`src/pkg/swb_map.vh`:
```
// Constants for the single-wire bus framing block: timing counts and frame layout.
`ifndef SWB_MAP_VH
`define SWB_MAP_VH

// ----------------------------------------------------------------------------
// Clock and time bases
// ----------------------------------------------------------------------------
`define SWB_CLK_KHZ        125000
`define SWB_STBY_US        600
`define SWB_STBY_CYC       ((`SWB_STBY_US * `SWB_CLK_KHZ) / 1000)
`define SWB_TE_MIN_US      10
`define SWB_TE_MIN_CYC     ((`SWB_TE_MIN_US * `SWB_CLK_KHZ) / 1000)
`define SWB_TE_MAX_US      100
`define SWB_TE_MAX_CYC     ((`SWB_TE_MAX_US * `SWB_CLK_KHZ) / 1000)
`define SWB_TWC_MS         5
`define SWB_TWC_CYC        (`SWB_TWC_MS * `SWB_CLK_KHZ)
`define SWB_TWC_LONG_MS    10
`define SWB_TWC_LONG_CYC   (`SWB_TWC_LONG_MS * `SWB_CLK_KHZ)

// ----------------------------------------------------------------------------
// Frame layout
// ----------------------------------------------------------------------------
`define SWB_HDR_EDGES      4'h8
`define SWB_HDR_MEAS_EDGE  4'h4
`define SWB_ACK_BIT        4'h8
`define SWB_LAST_BIT       4'h7
`define SWB_INSTR_BYTE     2'h1

`endif

```
`src/rtl/swb_link.v`:
```
// Slave-side framing, timing recovery and Manchester transfer on the single-wire bus.
`timescale 1ns/1ns
`include "swb_map.vh"
module swb_link #(
  parameter [16:0] STBY_CYC     = `SWB_STBY_CYC,
  parameter [20:0] TWC_CYC      = `SWB_TWC_CYC,
  parameter [20:0] TWC_LONG_CYC = `SWB_TWC_LONG_CYC
) (
  input  wire       ref_clk,           // System clock, 125 MHz
  input  wire       resetn,            // Synchronous reset, active low
  input  wire       serial_io_line_i,  // Bus line level from the pin
  output reg        serial_io_line_o,  // Level driven onto the bus line
  output reg        serial_io_line_oe, // High while the slave drives the line
  output reg  [7:0] rx_data,           // Last received byte
  output reg        rx_valid,          // Pulse: rx_data updated
  output reg        mak_bit,           // Last master ack bit, 1 continues
  output reg        mak_valid,         // Pulse: mak_bit updated, ack_ok sampled
  input  wire       ack_ok,            // Answer slave ack (1) or NoACK (0)
  input  wire       tx_valid,          // Slave sends the next byte
  input  wire [7:0] tx_data,           // Byte the slave sends
  output reg        tx_take,           // Pulse: tx_data taken for sending
  output reg  [7:0] instr,             // Instruction register
  input  wire       wr_arm,            // A write is pending for a master NoACK
  input  wire       wr_long,           // Pending write is the long kind
  output wire       wr_busy,           // Self-timed write cycle running
  output reg        standby,           // Slave sits in standby
  output reg        sync_lost          // Pulse: missed or misplaced edge
);

  // --------------------------------------------------------------------------
  // States
  // --------------------------------------------------------------------------
  localparam [2:0] ST_IDLE = 3'h0;
  localparam [2:0] ST_STBY = 3'h1;
  localparam [2:0] ST_HLOW = 3'h2;
  localparam [2:0] ST_HDR  = 3'h3;
  localparam [2:0] ST_RX   = 3'h4;
  localparam [2:0] ST_TX   = 3'h5;

  localparam [16:0] CNT_MAX = 17'h1FFFF;
  localparam [16:0] TE_MIN  = `SWB_TE_MIN_CYC;
  localparam [16:0] TE_MAX  = `SWB_TE_MAX_CYC;

  // First half of a Manchester bit: a one is low then high.
  function first_half;
    input b;
    begin
      first_half = ~b;
    end
  endfunction

  // --------------------------------------------------------------------------
  // Line sampling
  // --------------------------------------------------------------------------
  wire line_lvl;
  wire line_rise;
  wire line_fall;
  wire line_edge;

  swb_sync u_sync (
    .clk    (ref_clk),
    .resetn (resetn),
    .din    (serial_io_line_i),
    .lvl    (line_lvl),
    .rise   (line_rise),
    .fall   (line_fall)
  );

  assign line_edge = line_rise | line_fall;

  // --------------------------------------------------------------------------
  // State
  // --------------------------------------------------------------------------
  reg  [2:0]  state_r;
  reg  [16:0] cnt_r;
  reg  [16:0] te_r;
  reg  [16:0] hi_cnt_r;
  reg         rose_r;
  reg  [3:0]  nedge_r;
  reg  [3:0]  nbit_r;
  reg  [7:0]  sh_r;
  reg         hdr_r;
  reg  [1:0]  byte_idx_r;
  reg  [7:0]  txsh_r;
  reg  [3:0]  txn_r;
  reg         txen_r;
  reg         txmid_r;
  reg         last_r;
  reg         wr_go_r;

  wire [16:0] half_w    = {1'b0, te_r[16:1]};
  wire [16:0] quarter_w = {2'b00, te_r[16:2]};
  wire [16:0] early_w   = te_r - quarter_w;
  wire [16:0] late_w    = te_r + quarter_w;
  wire [16:0] meas_w    = {2'b00, cnt_r[16:2]};
  // The level gate lets the falling edge that ends a standby pulse reach the frame engine.
  wire        stby_hit  = rose_r && line_lvl && (hi_cnt_r == STBY_CYC);

  // --------------------------------------------------------------------------
  // Standby pulse detector
  // --------------------------------------------------------------------------
  // A hit is held off until the line has risen once after reset, and counting
  // is cleared to zero while the slave drives, so its own high level never counts.
  always @(posedge ref_clk) begin
    if (!resetn) begin
      hi_cnt_r <= 17'h0;
      rose_r   <= 1'b0;
    end else begin
      if (line_rise) begin
        rose_r <= 1'b1;
      end
      if (!line_lvl || serial_io_line_oe) begin
        hi_cnt_r <= 17'h0;
      end else if (hi_cnt_r != STBY_CYC) begin
        hi_cnt_r <= hi_cnt_r + 17'h1;
      end
    end
  end

  // --------------------------------------------------------------------------
  // Frame engine
  // --------------------------------------------------------------------------
  // Edge windows: a middle edge is accepted from 0.75 to 1.25 bit periods
  // after the last reference. Jitter of 0.08 plus accumulated drift fits in
  // the quarter margin; earlier edges are bit-boundary edges and ignored.
  always @(posedge ref_clk) begin
    if (!resetn) begin
      state_r           <= ST_IDLE;
      cnt_r             <= 17'h0;
      te_r              <= 17'h0;
      nedge_r           <= 4'h0;
      nbit_r            <= 4'h0;
      sh_r              <= 8'h00;
      hdr_r             <= 1'b0;
      byte_idx_r        <= 2'h0;
      txsh_r            <= 8'h00;
      txn_r             <= 4'h0;
      txen_r            <= 1'b0;
      txmid_r           <= 1'b0;
      last_r            <= 1'b0;
      wr_go_r           <= 1'b0;
      serial_io_line_o  <= 1'b1;
      serial_io_line_oe <= 1'b0;
      rx_data           <= 8'h00;
      rx_valid          <= 1'b0;
      mak_bit           <= 1'b0;
      mak_valid         <= 1'b0;
      tx_take           <= 1'b0;
      instr             <= 8'h00;
      standby           <= 1'b0;
      sync_lost         <= 1'b0;
    end else begin
      rx_valid  <= 1'b0;
      mak_valid <= 1'b0;
      tx_take   <= 1'b0;
      wr_go_r   <= 1'b0;
      sync_lost <= 1'b0;
      if (cnt_r != CNT_MAX) begin
        cnt_r <= cnt_r + 17'h1;
      end
      if (stby_hit) begin
        state_r           <= ST_STBY;
        standby           <= 1'b1;
        serial_io_line_oe <= 1'b0;
      end else begin
        case (state_r)
          ST_IDLE: begin
            serial_io_line_oe <= 1'b0;
          end
          ST_STBY: begin
            if (line_fall) begin
              state_r <= ST_HLOW;
              standby <= 1'b0;
            end
          end
          ST_HLOW: begin
            if (line_rise) begin
              state_r <= ST_HDR;
              nedge_r <= 4'h0;
              cnt_r   <= 17'h0;
            end
          end
          ST_HDR: begin
            if (line_edge) begin
              // Pattern 01010101 puts one middle edge per bit, falling first.
              if (line_rise == ~nedge_r[0]) begin
                state_r   <= ST_IDLE;
                sync_lost <= 1'b1;
              end else begin
                nedge_r <= nedge_r + 4'h1;
                if (nedge_r == 4'h0) begin
                  cnt_r <= 17'h0;
                end
                if (nedge_r == `SWB_HDR_MEAS_EDGE) begin
                  // Four bit periods span edges 0 to 4; the shift divides.
                  te_r <= meas_w;
                  if (meas_w < TE_MIN || meas_w > TE_MAX) begin
                    state_r   <= ST_IDLE;
                    sync_lost <= 1'b1;
                  end
                end
                if (nedge_r == `SWB_HDR_EDGES - 4'h1) begin
                  state_r    <= ST_RX;
                  nbit_r     <= `SWB_ACK_BIT;
                  hdr_r      <= 1'b1;
                  byte_idx_r <= 2'h0;
                  cnt_r      <= 17'h0;
                end
              end
            end else if (cnt_r == CNT_MAX) begin
              state_r   <= ST_IDLE;
              sync_lost <= 1'b1;
            end
          end
          ST_RX: begin
            if (line_edge && cnt_r >= early_w) begin
              cnt_r <= 17'h0;
              if (nbit_r != `SWB_ACK_BIT) begin
                // A rising middle edge carries a one.
                sh_r   <= {sh_r[6:0], line_rise};
                nbit_r <= nbit_r + 4'h1;
                if (nbit_r == `SWB_LAST_BIT) begin
                  rx_data  <= {sh_r[6:0], line_rise};
                  rx_valid <= 1'b1;
                  if (byte_idx_r != 2'h3) begin
                    byte_idx_r <= byte_idx_r + 2'h1;
                  end
                  if (byte_idx_r == `SWB_INSTR_BYTE) begin
                    instr <= {sh_r[6:0], line_rise};
                  end
                end
              end else begin
                // Master ack bit; its middle edge is the phase reference.
                mak_bit   <= line_rise;
                mak_valid <= 1'b1;
                if (!line_rise && wr_arm && !hdr_r) begin
                  wr_go_r <= 1'b1;
                end
                // The header is always answered with NoACK to avoid contention.
                txen_r  <= hdr_r ? 1'b0 : ack_ok;
                txsh_r  <= 8'h80;
                txn_r   <= 4'h1;
                txmid_r <= 1'b0;
                last_r  <= 1'b1;
                state_r <= ST_TX;
              end
            end else if (cnt_r > late_w) begin
              state_r   <= ST_IDLE;
              sync_lost <= 1'b1;
            end
          end
          ST_TX: begin
            if (!txmid_r && cnt_r == half_w) begin
              if (txn_r != 4'h0) begin
                serial_io_line_oe <= txen_r;
                serial_io_line_o  <= first_half(txsh_r[7]);
                txmid_r           <= 1'b1;
              end else if (!last_r) begin
                // Data byte sent; the master ack bit follows.
                serial_io_line_oe <= 1'b0;
                state_r           <= ST_RX;
                nbit_r            <= `SWB_ACK_BIT;
              end else begin
                serial_io_line_oe <= 1'b0;
                hdr_r             <= 1'b0;
                if (!mak_bit) begin
                  // NoACK plus slave ack is the clean end; any other goes idle.
                  state_r <= txen_r ? ST_STBY : ST_IDLE;
                  standby <= txen_r;
                end else if (tx_valid && !hdr_r) begin
                  // Next bit starts now, so its first half is driven at once.
                  txsh_r            <= tx_data;
                  txn_r             <= 4'h8;
                  txen_r            <= 1'b1;
                  txmid_r           <= 1'b1;
                  last_r            <= 1'b0;
                  tx_take           <= 1'b1;
                  serial_io_line_oe <= 1'b1;
                  serial_io_line_o  <= first_half(tx_data[7]);
                end else begin
                  state_r <= ST_RX;
                  nbit_r  <= 4'h0;
                end
              end
            end else if (txmid_r && cnt_r == te_r) begin
              // Middle of the slave bit: it becomes the new time reference.
              serial_io_line_o <= txsh_r[7];
              txsh_r           <= {txsh_r[6:0], 1'b0};
              txn_r            <= txn_r - 4'h1;
              txmid_r          <= 1'b0;
              cnt_r            <= 17'h0;
            end
          end
          default: begin
            state_r           <= ST_IDLE;
            serial_io_line_oe <= 1'b0;
          end
        endcase
      end
    end
  end

  // --------------------------------------------------------------------------
  // Write cycle timer
  // --------------------------------------------------------------------------
  swb_wrtimer #(
    .SHORT_CYC (TWC_CYC),
    .LONG_CYC  (TWC_LONG_CYC)
  ) u_wrtimer (
    .clk      (ref_clk),
    .resetn   (resetn),
    .start    (wr_go_r),
    .long_sel (wr_long),
    .busy_r   (wr_busy)
  );

endmodule // swb_link

```
`src/rtl/swb_sync.v`:
```
// Two-stage synchroniser for the bus line with level and edge outputs.
`timescale 1ns/1ns
module swb_sync (
  input  wire clk,    // Sampling clock
  input  wire resetn, // Synchronous reset, active low
  input  wire din,    // Asynchronous line level
  output wire lvl,    // Synchronised level
  output wire rise,   // One-cycle pulse on a rising edge
  output wire fall    // One-cycle pulse on a falling edge
);

  reg s1_r;
  reg s2_r;
  reg s3_r;

  // The idle line is pulled high, so every stage resets to one.
  always @(posedge clk) begin
    if (!resetn) begin
      s1_r <= 1'b1;
      s2_r <= 1'b1;
      s3_r <= 1'b1;
    end else begin
      s1_r <= din;
      s2_r <= s1_r;
      s3_r <= s2_r;
    end
  end

  assign lvl  = s2_r;
  assign rise = s2_r & ~s3_r;
  assign fall = ~s2_r & s3_r;

endmodule // swb_sync

```
`src/rtl/swb_wrtimer.v`:
```
// Self-timed write cycle timer with a short and a long duration.
`timescale 1ns/1ns
module swb_wrtimer #(
  parameter [20:0] SHORT_CYC = 21'h1,
  parameter [20:0] LONG_CYC  = 21'h2
) (
  input  wire clk,      // Clock
  input  wire resetn,   // Synchronous reset, active low
  input  wire start,    // One-cycle pulse that starts a write cycle
  input  wire long_sel, // Selects the long duration
  output reg  busy_r    // High while the write cycle runs
);

  reg [20:0] cnt_r;

  // A start while busy is ignored; the running cycle is never stretched.
  always @(posedge clk) begin
    if (!resetn) begin
      cnt_r  <= 21'h0;
      busy_r <= 1'b0;
    end else if (start && !busy_r) begin
      cnt_r  <= (long_sel ? LONG_CYC : SHORT_CYC) - 21'h1;
      busy_r <= 1'b1;
    end else if (busy_r) begin
      if (cnt_r == 21'h0) begin
        busy_r <= 1'b0;
      end else begin
        cnt_r <= cnt_r - 21'h1;
      end
    end
  end

endmodule // swb_wrtimer

```
`config.mk`:
```
export PLATFORM = sky130hd
export DESIGN_NAME = swb_link
export DESIGN_NICKNAME = d
export VERILOG_FILES = /design/src/rtl/swb_link.v /design/src/rtl/swb_sync.v /design/src/rtl/swb_wrtimer.v
export VERILOG_INCLUDE_DIRS = /design/src /design/src/pkg
export SDC_FILE = /design/constraint.sdc
export NUM_CORES = 1
export LEC_CHECK = 0
export BUFFER_PORTS_ARGS = -buffer_cell sky130_fd_sc_hd__buf_2
export CAP_MARGIN = 15
export CORE_MARGIN = 1.5
export CORE_UTILIZATION = 60
export CTS_BUF_LIST = sky130_fd_sc_hd__clkbuf_4 sky130_fd_sc_hd__clkbuf_8
export DETAILED_ROUTE_END_ITERATION = 8
export PLACE_DENSITY = 0.78
export SLEW_MARGIN = 10
export SYNTH_ARGS = -nofsm -noshare
export SYNTH_HDL_FRONTEND = slang
export SYNTH_SLANG_ARGS = --single-unit
export TNS_END_PERCENT = 20
```
`constraint.sdc`:
```
create_clock -name ref_clk -period 5.4 [get_ports ref_clk]
set_input_delay 0.27 -clock ref_clk [delete_from_list [all_inputs] [get_ports ref_clk]]
set_output_delay 0.27 -clock ref_clk [all_outputs]
set_load 0.01 [all_outputs]
```
[Word level (Yosys, flattened, before mapping)]
Cells that the tools add are included.
Word-level totals
  register bits: 136
Cells by class
  reduce and logical (&&, ||, !) cells: 54
  muxes and demuxes: 138
  equal/unequal tests: 66
  magnitude comparators: 4
  add/sub/neg operators: 10
  bitwise gates (word level): 18
Operators by type and width (number)
  17-bit two-way mux: 10
  21-bit two-way mux: 4
  4-bit two-way mux: 21
  17-bit case mux with 4 select lines: 1
  8-bit two-way mux: 8
  1-bit two-way mux: 58
  3-bit two-way mux: 16
  3-bit != test, second input constant: 16
  21-bit by 1-bit subtractor with 21-bit output, second input constant: 2
  17-bit by 1-bit adder with 17-bit output, second input constant: 2
  17-bit == test, second input constant: 2
  17-bit != test, second input constant: 2
  2-bit != test, second input constant: 17
  11-bit AND reduction: 3
  4-bit != test, second input constant: 8
  9-bit AND reduction: 3
  6-bit AND reduction: 4
  21-bit logical NOT: 1
  3-bit case mux with 6 select lines: 1
  17-bit by 14-bit == test with 1-bit output: 1
  17-bit by 15-bit == test with 1-bit output: 1
  17-bit greater-or-equal comparator: 1
  17-bit by 16-bit > comparator with 1-bit output: 1
  15-bit by 13-bit adder with 16-bit output: 1
  other kinds (41): 106

[Logic depth before layout (Yosys ltp)]
  word-level depth: 9
  depth in mapped cells: 23

[Hierarchy]
From an unflattened synthesis, not the netlist that was laid out.
Unflattened totals
  cell total of the unflattened synthesis: 1095
  area total of the unflattened synthesis: 8936.1 um2
Modules (own cells, without submodules)
  swb_link: cells an instance 941, sequential area each 2222.1 um2, area an instance 7662.3 um2, times used 1
  swb_wrtimer: cells an instance 146, sequential area each 440.4 um2, area an instance 1182.4 um2, times used 1
  swb_sync: cells an instance 8, sequential area each 60.1 um2, area an instance 91.3 um2, times used 1

[Worst setup path after synthesis]
Ideal clock, no wire load.
  path kind: reg-to-reg
  start point: register te_r[2]
  end point: register instr[0]
  setup slack: 0.632 ns
  library setup time: 0.128 ns
  data required time: 5.272 ns
  buffers on the path: 1
  arrival time: 4.640 ns
  cell stages (with the launch flop): 22
  cell sequence: dfxtp_1 > ha_1 > inv_1 > fa_1 > a21o_1 > a211oi_1 > nor2_1 > o211a_1 > o21a_1 > o21ai_0 > a21oi_1 > xnor2_1 > ha_1 > nand2_1 > o21a_1 > a211o_1 > a21oi_1 > o21ai_0 > or4b_2 > buf_2 > mux2i_1 > nor2_1
On the way
  longest elaborated chain between the ends: 4
Ends and longest elaborated chain
  start: declaration: RTL line swb_link.v:76  | reg [16:0] te_r;
  start signal: assignment: RTL line swb_link.v:196  | te_r <= meas_w;
  15-bit by 13-bit subtractor with 16-bit output: RTL line swb_link.v:93  | wire [16:0] early_w = te_r - quarter_w;
  17-bit greater-or-equal comparator: RTL line swb_link.v:216  | if (line_edge && cnt_r >= early_w) begin
  1-bit logical AND: RTL line swb_link.v:216
  6-bit AND reduction (no source line)
  end signal: assignment: RTL line swb_link.v:229  | instr <= {sh_r[6:0], line_rise};
  end: declaration: RTL line swb_link.v:22  | output reg [7:0] instr,
Every way passes these cells.
A chain may end at the register's enable or synchronous reset.

[Final worst setup path]
  start point: register te_r[0]
  end point: register txsh_r[2]
On the way
  longest elaborated chain between the ends: 5
  elaborated cells on any way between the ends: 8
  those cells by class: 1 x add/sub; 1 x order compare; 3 x eq/ne; 3 x reduce/logical
Ends and longest elaborated chain
  15-bit by 13-bit subtractor with 16-bit output: RTL line swb_link.v:93
  17-bit greater-or-equal comparator: RTL line swb_link.v:216
  1-bit logical AND: RTL line swb_link.v:216
  2-bit != test (no source line)
  9-bit AND reduction (no source line) (*)
  end signal: assignment: RTL line swb_link.v:272  | txsh_r <= tx_data;
  end signal: assignment: RTL line swb_link.v:288  | txsh_r <= {txsh_r[6:0], 1'b0};
  end: declaration: RTL line swb_link.v:84  | reg [7:0] txsh_r;
Every way passes the cells marked *; elsewhere a longest branch is shown, timed or not.

==> impl_metrics.json <==
{
  "status": "finished clean",
  "nets": 1191,
  "drtAntennaViolNets": 0,
  "ys_seq_area_frac": 0.3125,
  "core_mm2": 0.01404,
  "clock-skew-final_ps": 13.05,
  "cts_tree": "yes",
  "postRouteWirelength_um": 19540,
  "synthTopCellsByArea": "dfxtp_1, ha_1, nor2_1, xnor2_1, mux2i_1",
  "setup_violations": 0,
  "ys.flop_type": "dfxtp_1",
  "rsz0062_at_grt": "false",
  "syn_nets": 1174,
  "diodes": 0,
  "fin_crit_sh": 0.9302,
  "antenna_found_initial": 0,
  "top_layer_used": "met4",
  "vdd_drop_max_mv": 0.2159,
  "hold_class": "in2reg",
  "placed_area_mm2": 0.009015,
  "n_fill_cell": 1150,
  "yosysMostFrequentCell": "nor2_1",
  "worstSkewPairLatency_ps": 460,
  "final-hold-violation-count": 0,
  "seqCellArea_mm2": 0.002723,
  "area_growth_pct": 8.257,
  "drive_gt1_frac": 0.08977,
  "holdWs_ps": 36.22,
  "ios": 40,
  "ys_types": 69,
  "crit_required_ps": 5720,
  "criticalPathCategory": "reg2reg",
  "clock_path_buffers": 2,
  "startpoint_type": "register",
  "drv_cap": 0,
  "worstHoldStart": "wr_arm",
  "startpoint": "te_r[0]$_SDFFE_PN0P_",
  "port_buffers": 39,
  "dr.pass1.iters": 6,
  "grt_pass1_wl_um": 32730,
  "die_h_um": 123.5,
  "crit_arrival_ps": 5350,
  "clockRootBuffer": "clkbuf_8",
  "synth_edf_count": 0,
  "final_max_slew_viol_count": 0,
  "avgViaCountPerCell": 5.879,
  "synth_top_cell_by_area": "dfxtp_1",
  "grt-ovfl-total": 0,
  "ys_seq_elements": 136,
  "grt.total_usage": 0.2696,
  "fin_area_mm2": 0.009433,
  "die_area_mm2": 0.01525,
  "htreeDepth": 4,
  "cts.sinks": 136,
  "dp_hpwl_um": 14030,
  "cts_buffers": 17,
  "die-width_um": 123.5,
  "grt_pass1_vias": 6831,
  "leakagePower_nw": 3.845,
  "synthCells": 1084,
  "route.detailed.drc": 0,
  "wl_met3_um": 1035,
  "tightest_slew_ps": 1032,
  "slew_headroom": 0.3058,
  "synth_area_mm2": 0.008713,
  "cp-end-kind": "register",
  "crit_fanout": 10,
  "total_power_mw": 2.217,
  "power_density_mw_per_mm2": 235.0,
  "synthDominantCellAreaShare": 0.3125,
  "clk_pin_slew_worst_paths_ps": 80,
  "rr_startpoint": "te_r[0]$_SDFFE_PN0P_",
  "ys_warn_count": 0,
  "multi_input_area_mm2": 0.005573,
  "drt_iter0_drc": 443,
  "route.met2.wl_um": 8937,
  "vias": 7608,
  "avgSynthCellArea_um2": 8.038,
  "ys_top_cells_by_count": "nor2_1, dfxtp_1, nand2_1, a21oi_1, ha_1",
  "initial_core_util": 0.6205,
  "synthArstFlopShare": 0,
  "timing.fmax_mhz": 199.1,
  "period_needed_ps": 5023,
  "gp_congestion": 0.9292,
  "rows": 43,
  "setup_tns_ps": 0,
  "wl_met1_um": 9181,
  "routedWlPerCell_um": 15.10,
  "grt_start_max_net_pins": 61
}
==> repair_timing <==
action	in CTS	in global routing
resized for setup	0	2
hold endpoints to repair	1	0
buffers inserted	0	0
hold buffers	1	0
setup endpoints to repair	0	8
==> registers in the layout, indices dropped and copies added (netlist names), 7 cells and up <==
| name | count |
|---|---|
| u_wrtimer.cnt_r | 21 |
| cnt_r | 17 |
| hi_cnt_r | 17 |
| te_r | 15 |
| instr | 8 |
| rx_data | 8 |
| txsh_r | 8 |
| sh_r | 7 |
==> worst max-delay path: stages, from the launching register on <==
cell and delay [ps]:
dfxtp_1 350, inv_1 80, ha_1 170, inv_1 50, fa_1 410, a21o_1 190, a211oi_1 240, nor2_1 110
o211a_1 230, o21a_1 160, o21ai_0 280, a21oi_1 130, xnor2_1 150, ha_1 310, nand2_1 60, o21a_1 170
a211o_1 290, a2111o_1 400, and3_1 240, a311oi_4 340, buf_4 270, mux2i_1 210, nor2_1 50
==> power by group <==
| part | total [mW] | switching [mW] | leakage, nW | internal [mW] |
|---|---|---|---|---|
| Combinational | 0.327 | 0.201 | 2.55 | 0.126 |
| Sequential | 1.06 | 0.0331 | 1.10 | 1.02 |
| Clock | 0.835 | 0.434 | 0.197 | 0.401 |
| Total | 2.22 | 0.668 | 3.85 | 1.55 |
==> layout by cell type (no fill, tap or decap), types with 40 or more instances in the layout <==
| master | instances |
|---|---|
| inv_1 | 52 |
| ha_1 | 73 |
| nand3_1 | 48 |
| xnor2_1 | 64 |
| a21oi_1 | 74 |
| nand2_1 | 78 |
| o21ai_0 | 53 |
| mux2i_1 | 40 |
| nor2_1 | 151 |
| dfxtp_1 | 136 |
==> layout make-up <==
class | count | area share
Inverter | 54 | 0.02149
Clock inverter | 13 | 0.01459
Tap cell | 180 | 0.02388
Timing Repair Buffer | 54 | 0.03290
Clock buffer | 19 | 0.02772
Sequential cell | 136 | 0.2886
Multi-Input combinational cell | 838 | 0.5908
==> worst paths after layout <==
path	to	slack, ps	cells past startpoint
worst max-delay path	txsh_r[2]$_SDFFE_PN0P_	380	22
worst min register to register	u_sync.lvl$_SDFF_PN1_	420	1
worst max register to register	txsh_r[2]$_SDFFE_PN0P_	380	22
worst min-delay path	wr_go_r$_SDFF_PP0_	40	2
==> stage by stage <==
step                      std cells  setup slack [ps]    util
after floorplan                1084             632.2       -
final                          1294             376.8  0.6717
after detailed placement       1261             305.5  0.6420
after CTS                      1294             300.6  0.6711
after global routing           1294             49.91  0.6717
after global placement         1261             451.0  0.6420
==> routing by layer <==
metal  up-vias  track usage
li1       3846            -
met3        35      0.05535
met4         0      0.09698
met1      3511       0.3544
met2       216       0.4385
met5         -            0
==> kinds of logic (layout without fill, tap and decap cells) <==
logic type / after synthesis / after routing / share of synthesized area
AO/OA/AOI/OAI: 207 / 207 / 0.1522
XOR/XNOR: 96 / 96 / 0.09650
adder cells (fa/ha/maj): 75 / 75 / 0.1094
buffers and inverters: 110 / 140 / 0.04954
flip-flops: 136 / 136 / 0.3125
multiplexers: 40 / 40 / 0.04595
AND/OR/NAND/NOR: 420 / 420 / 0.2339
Power figures use the tool's default switching activity.
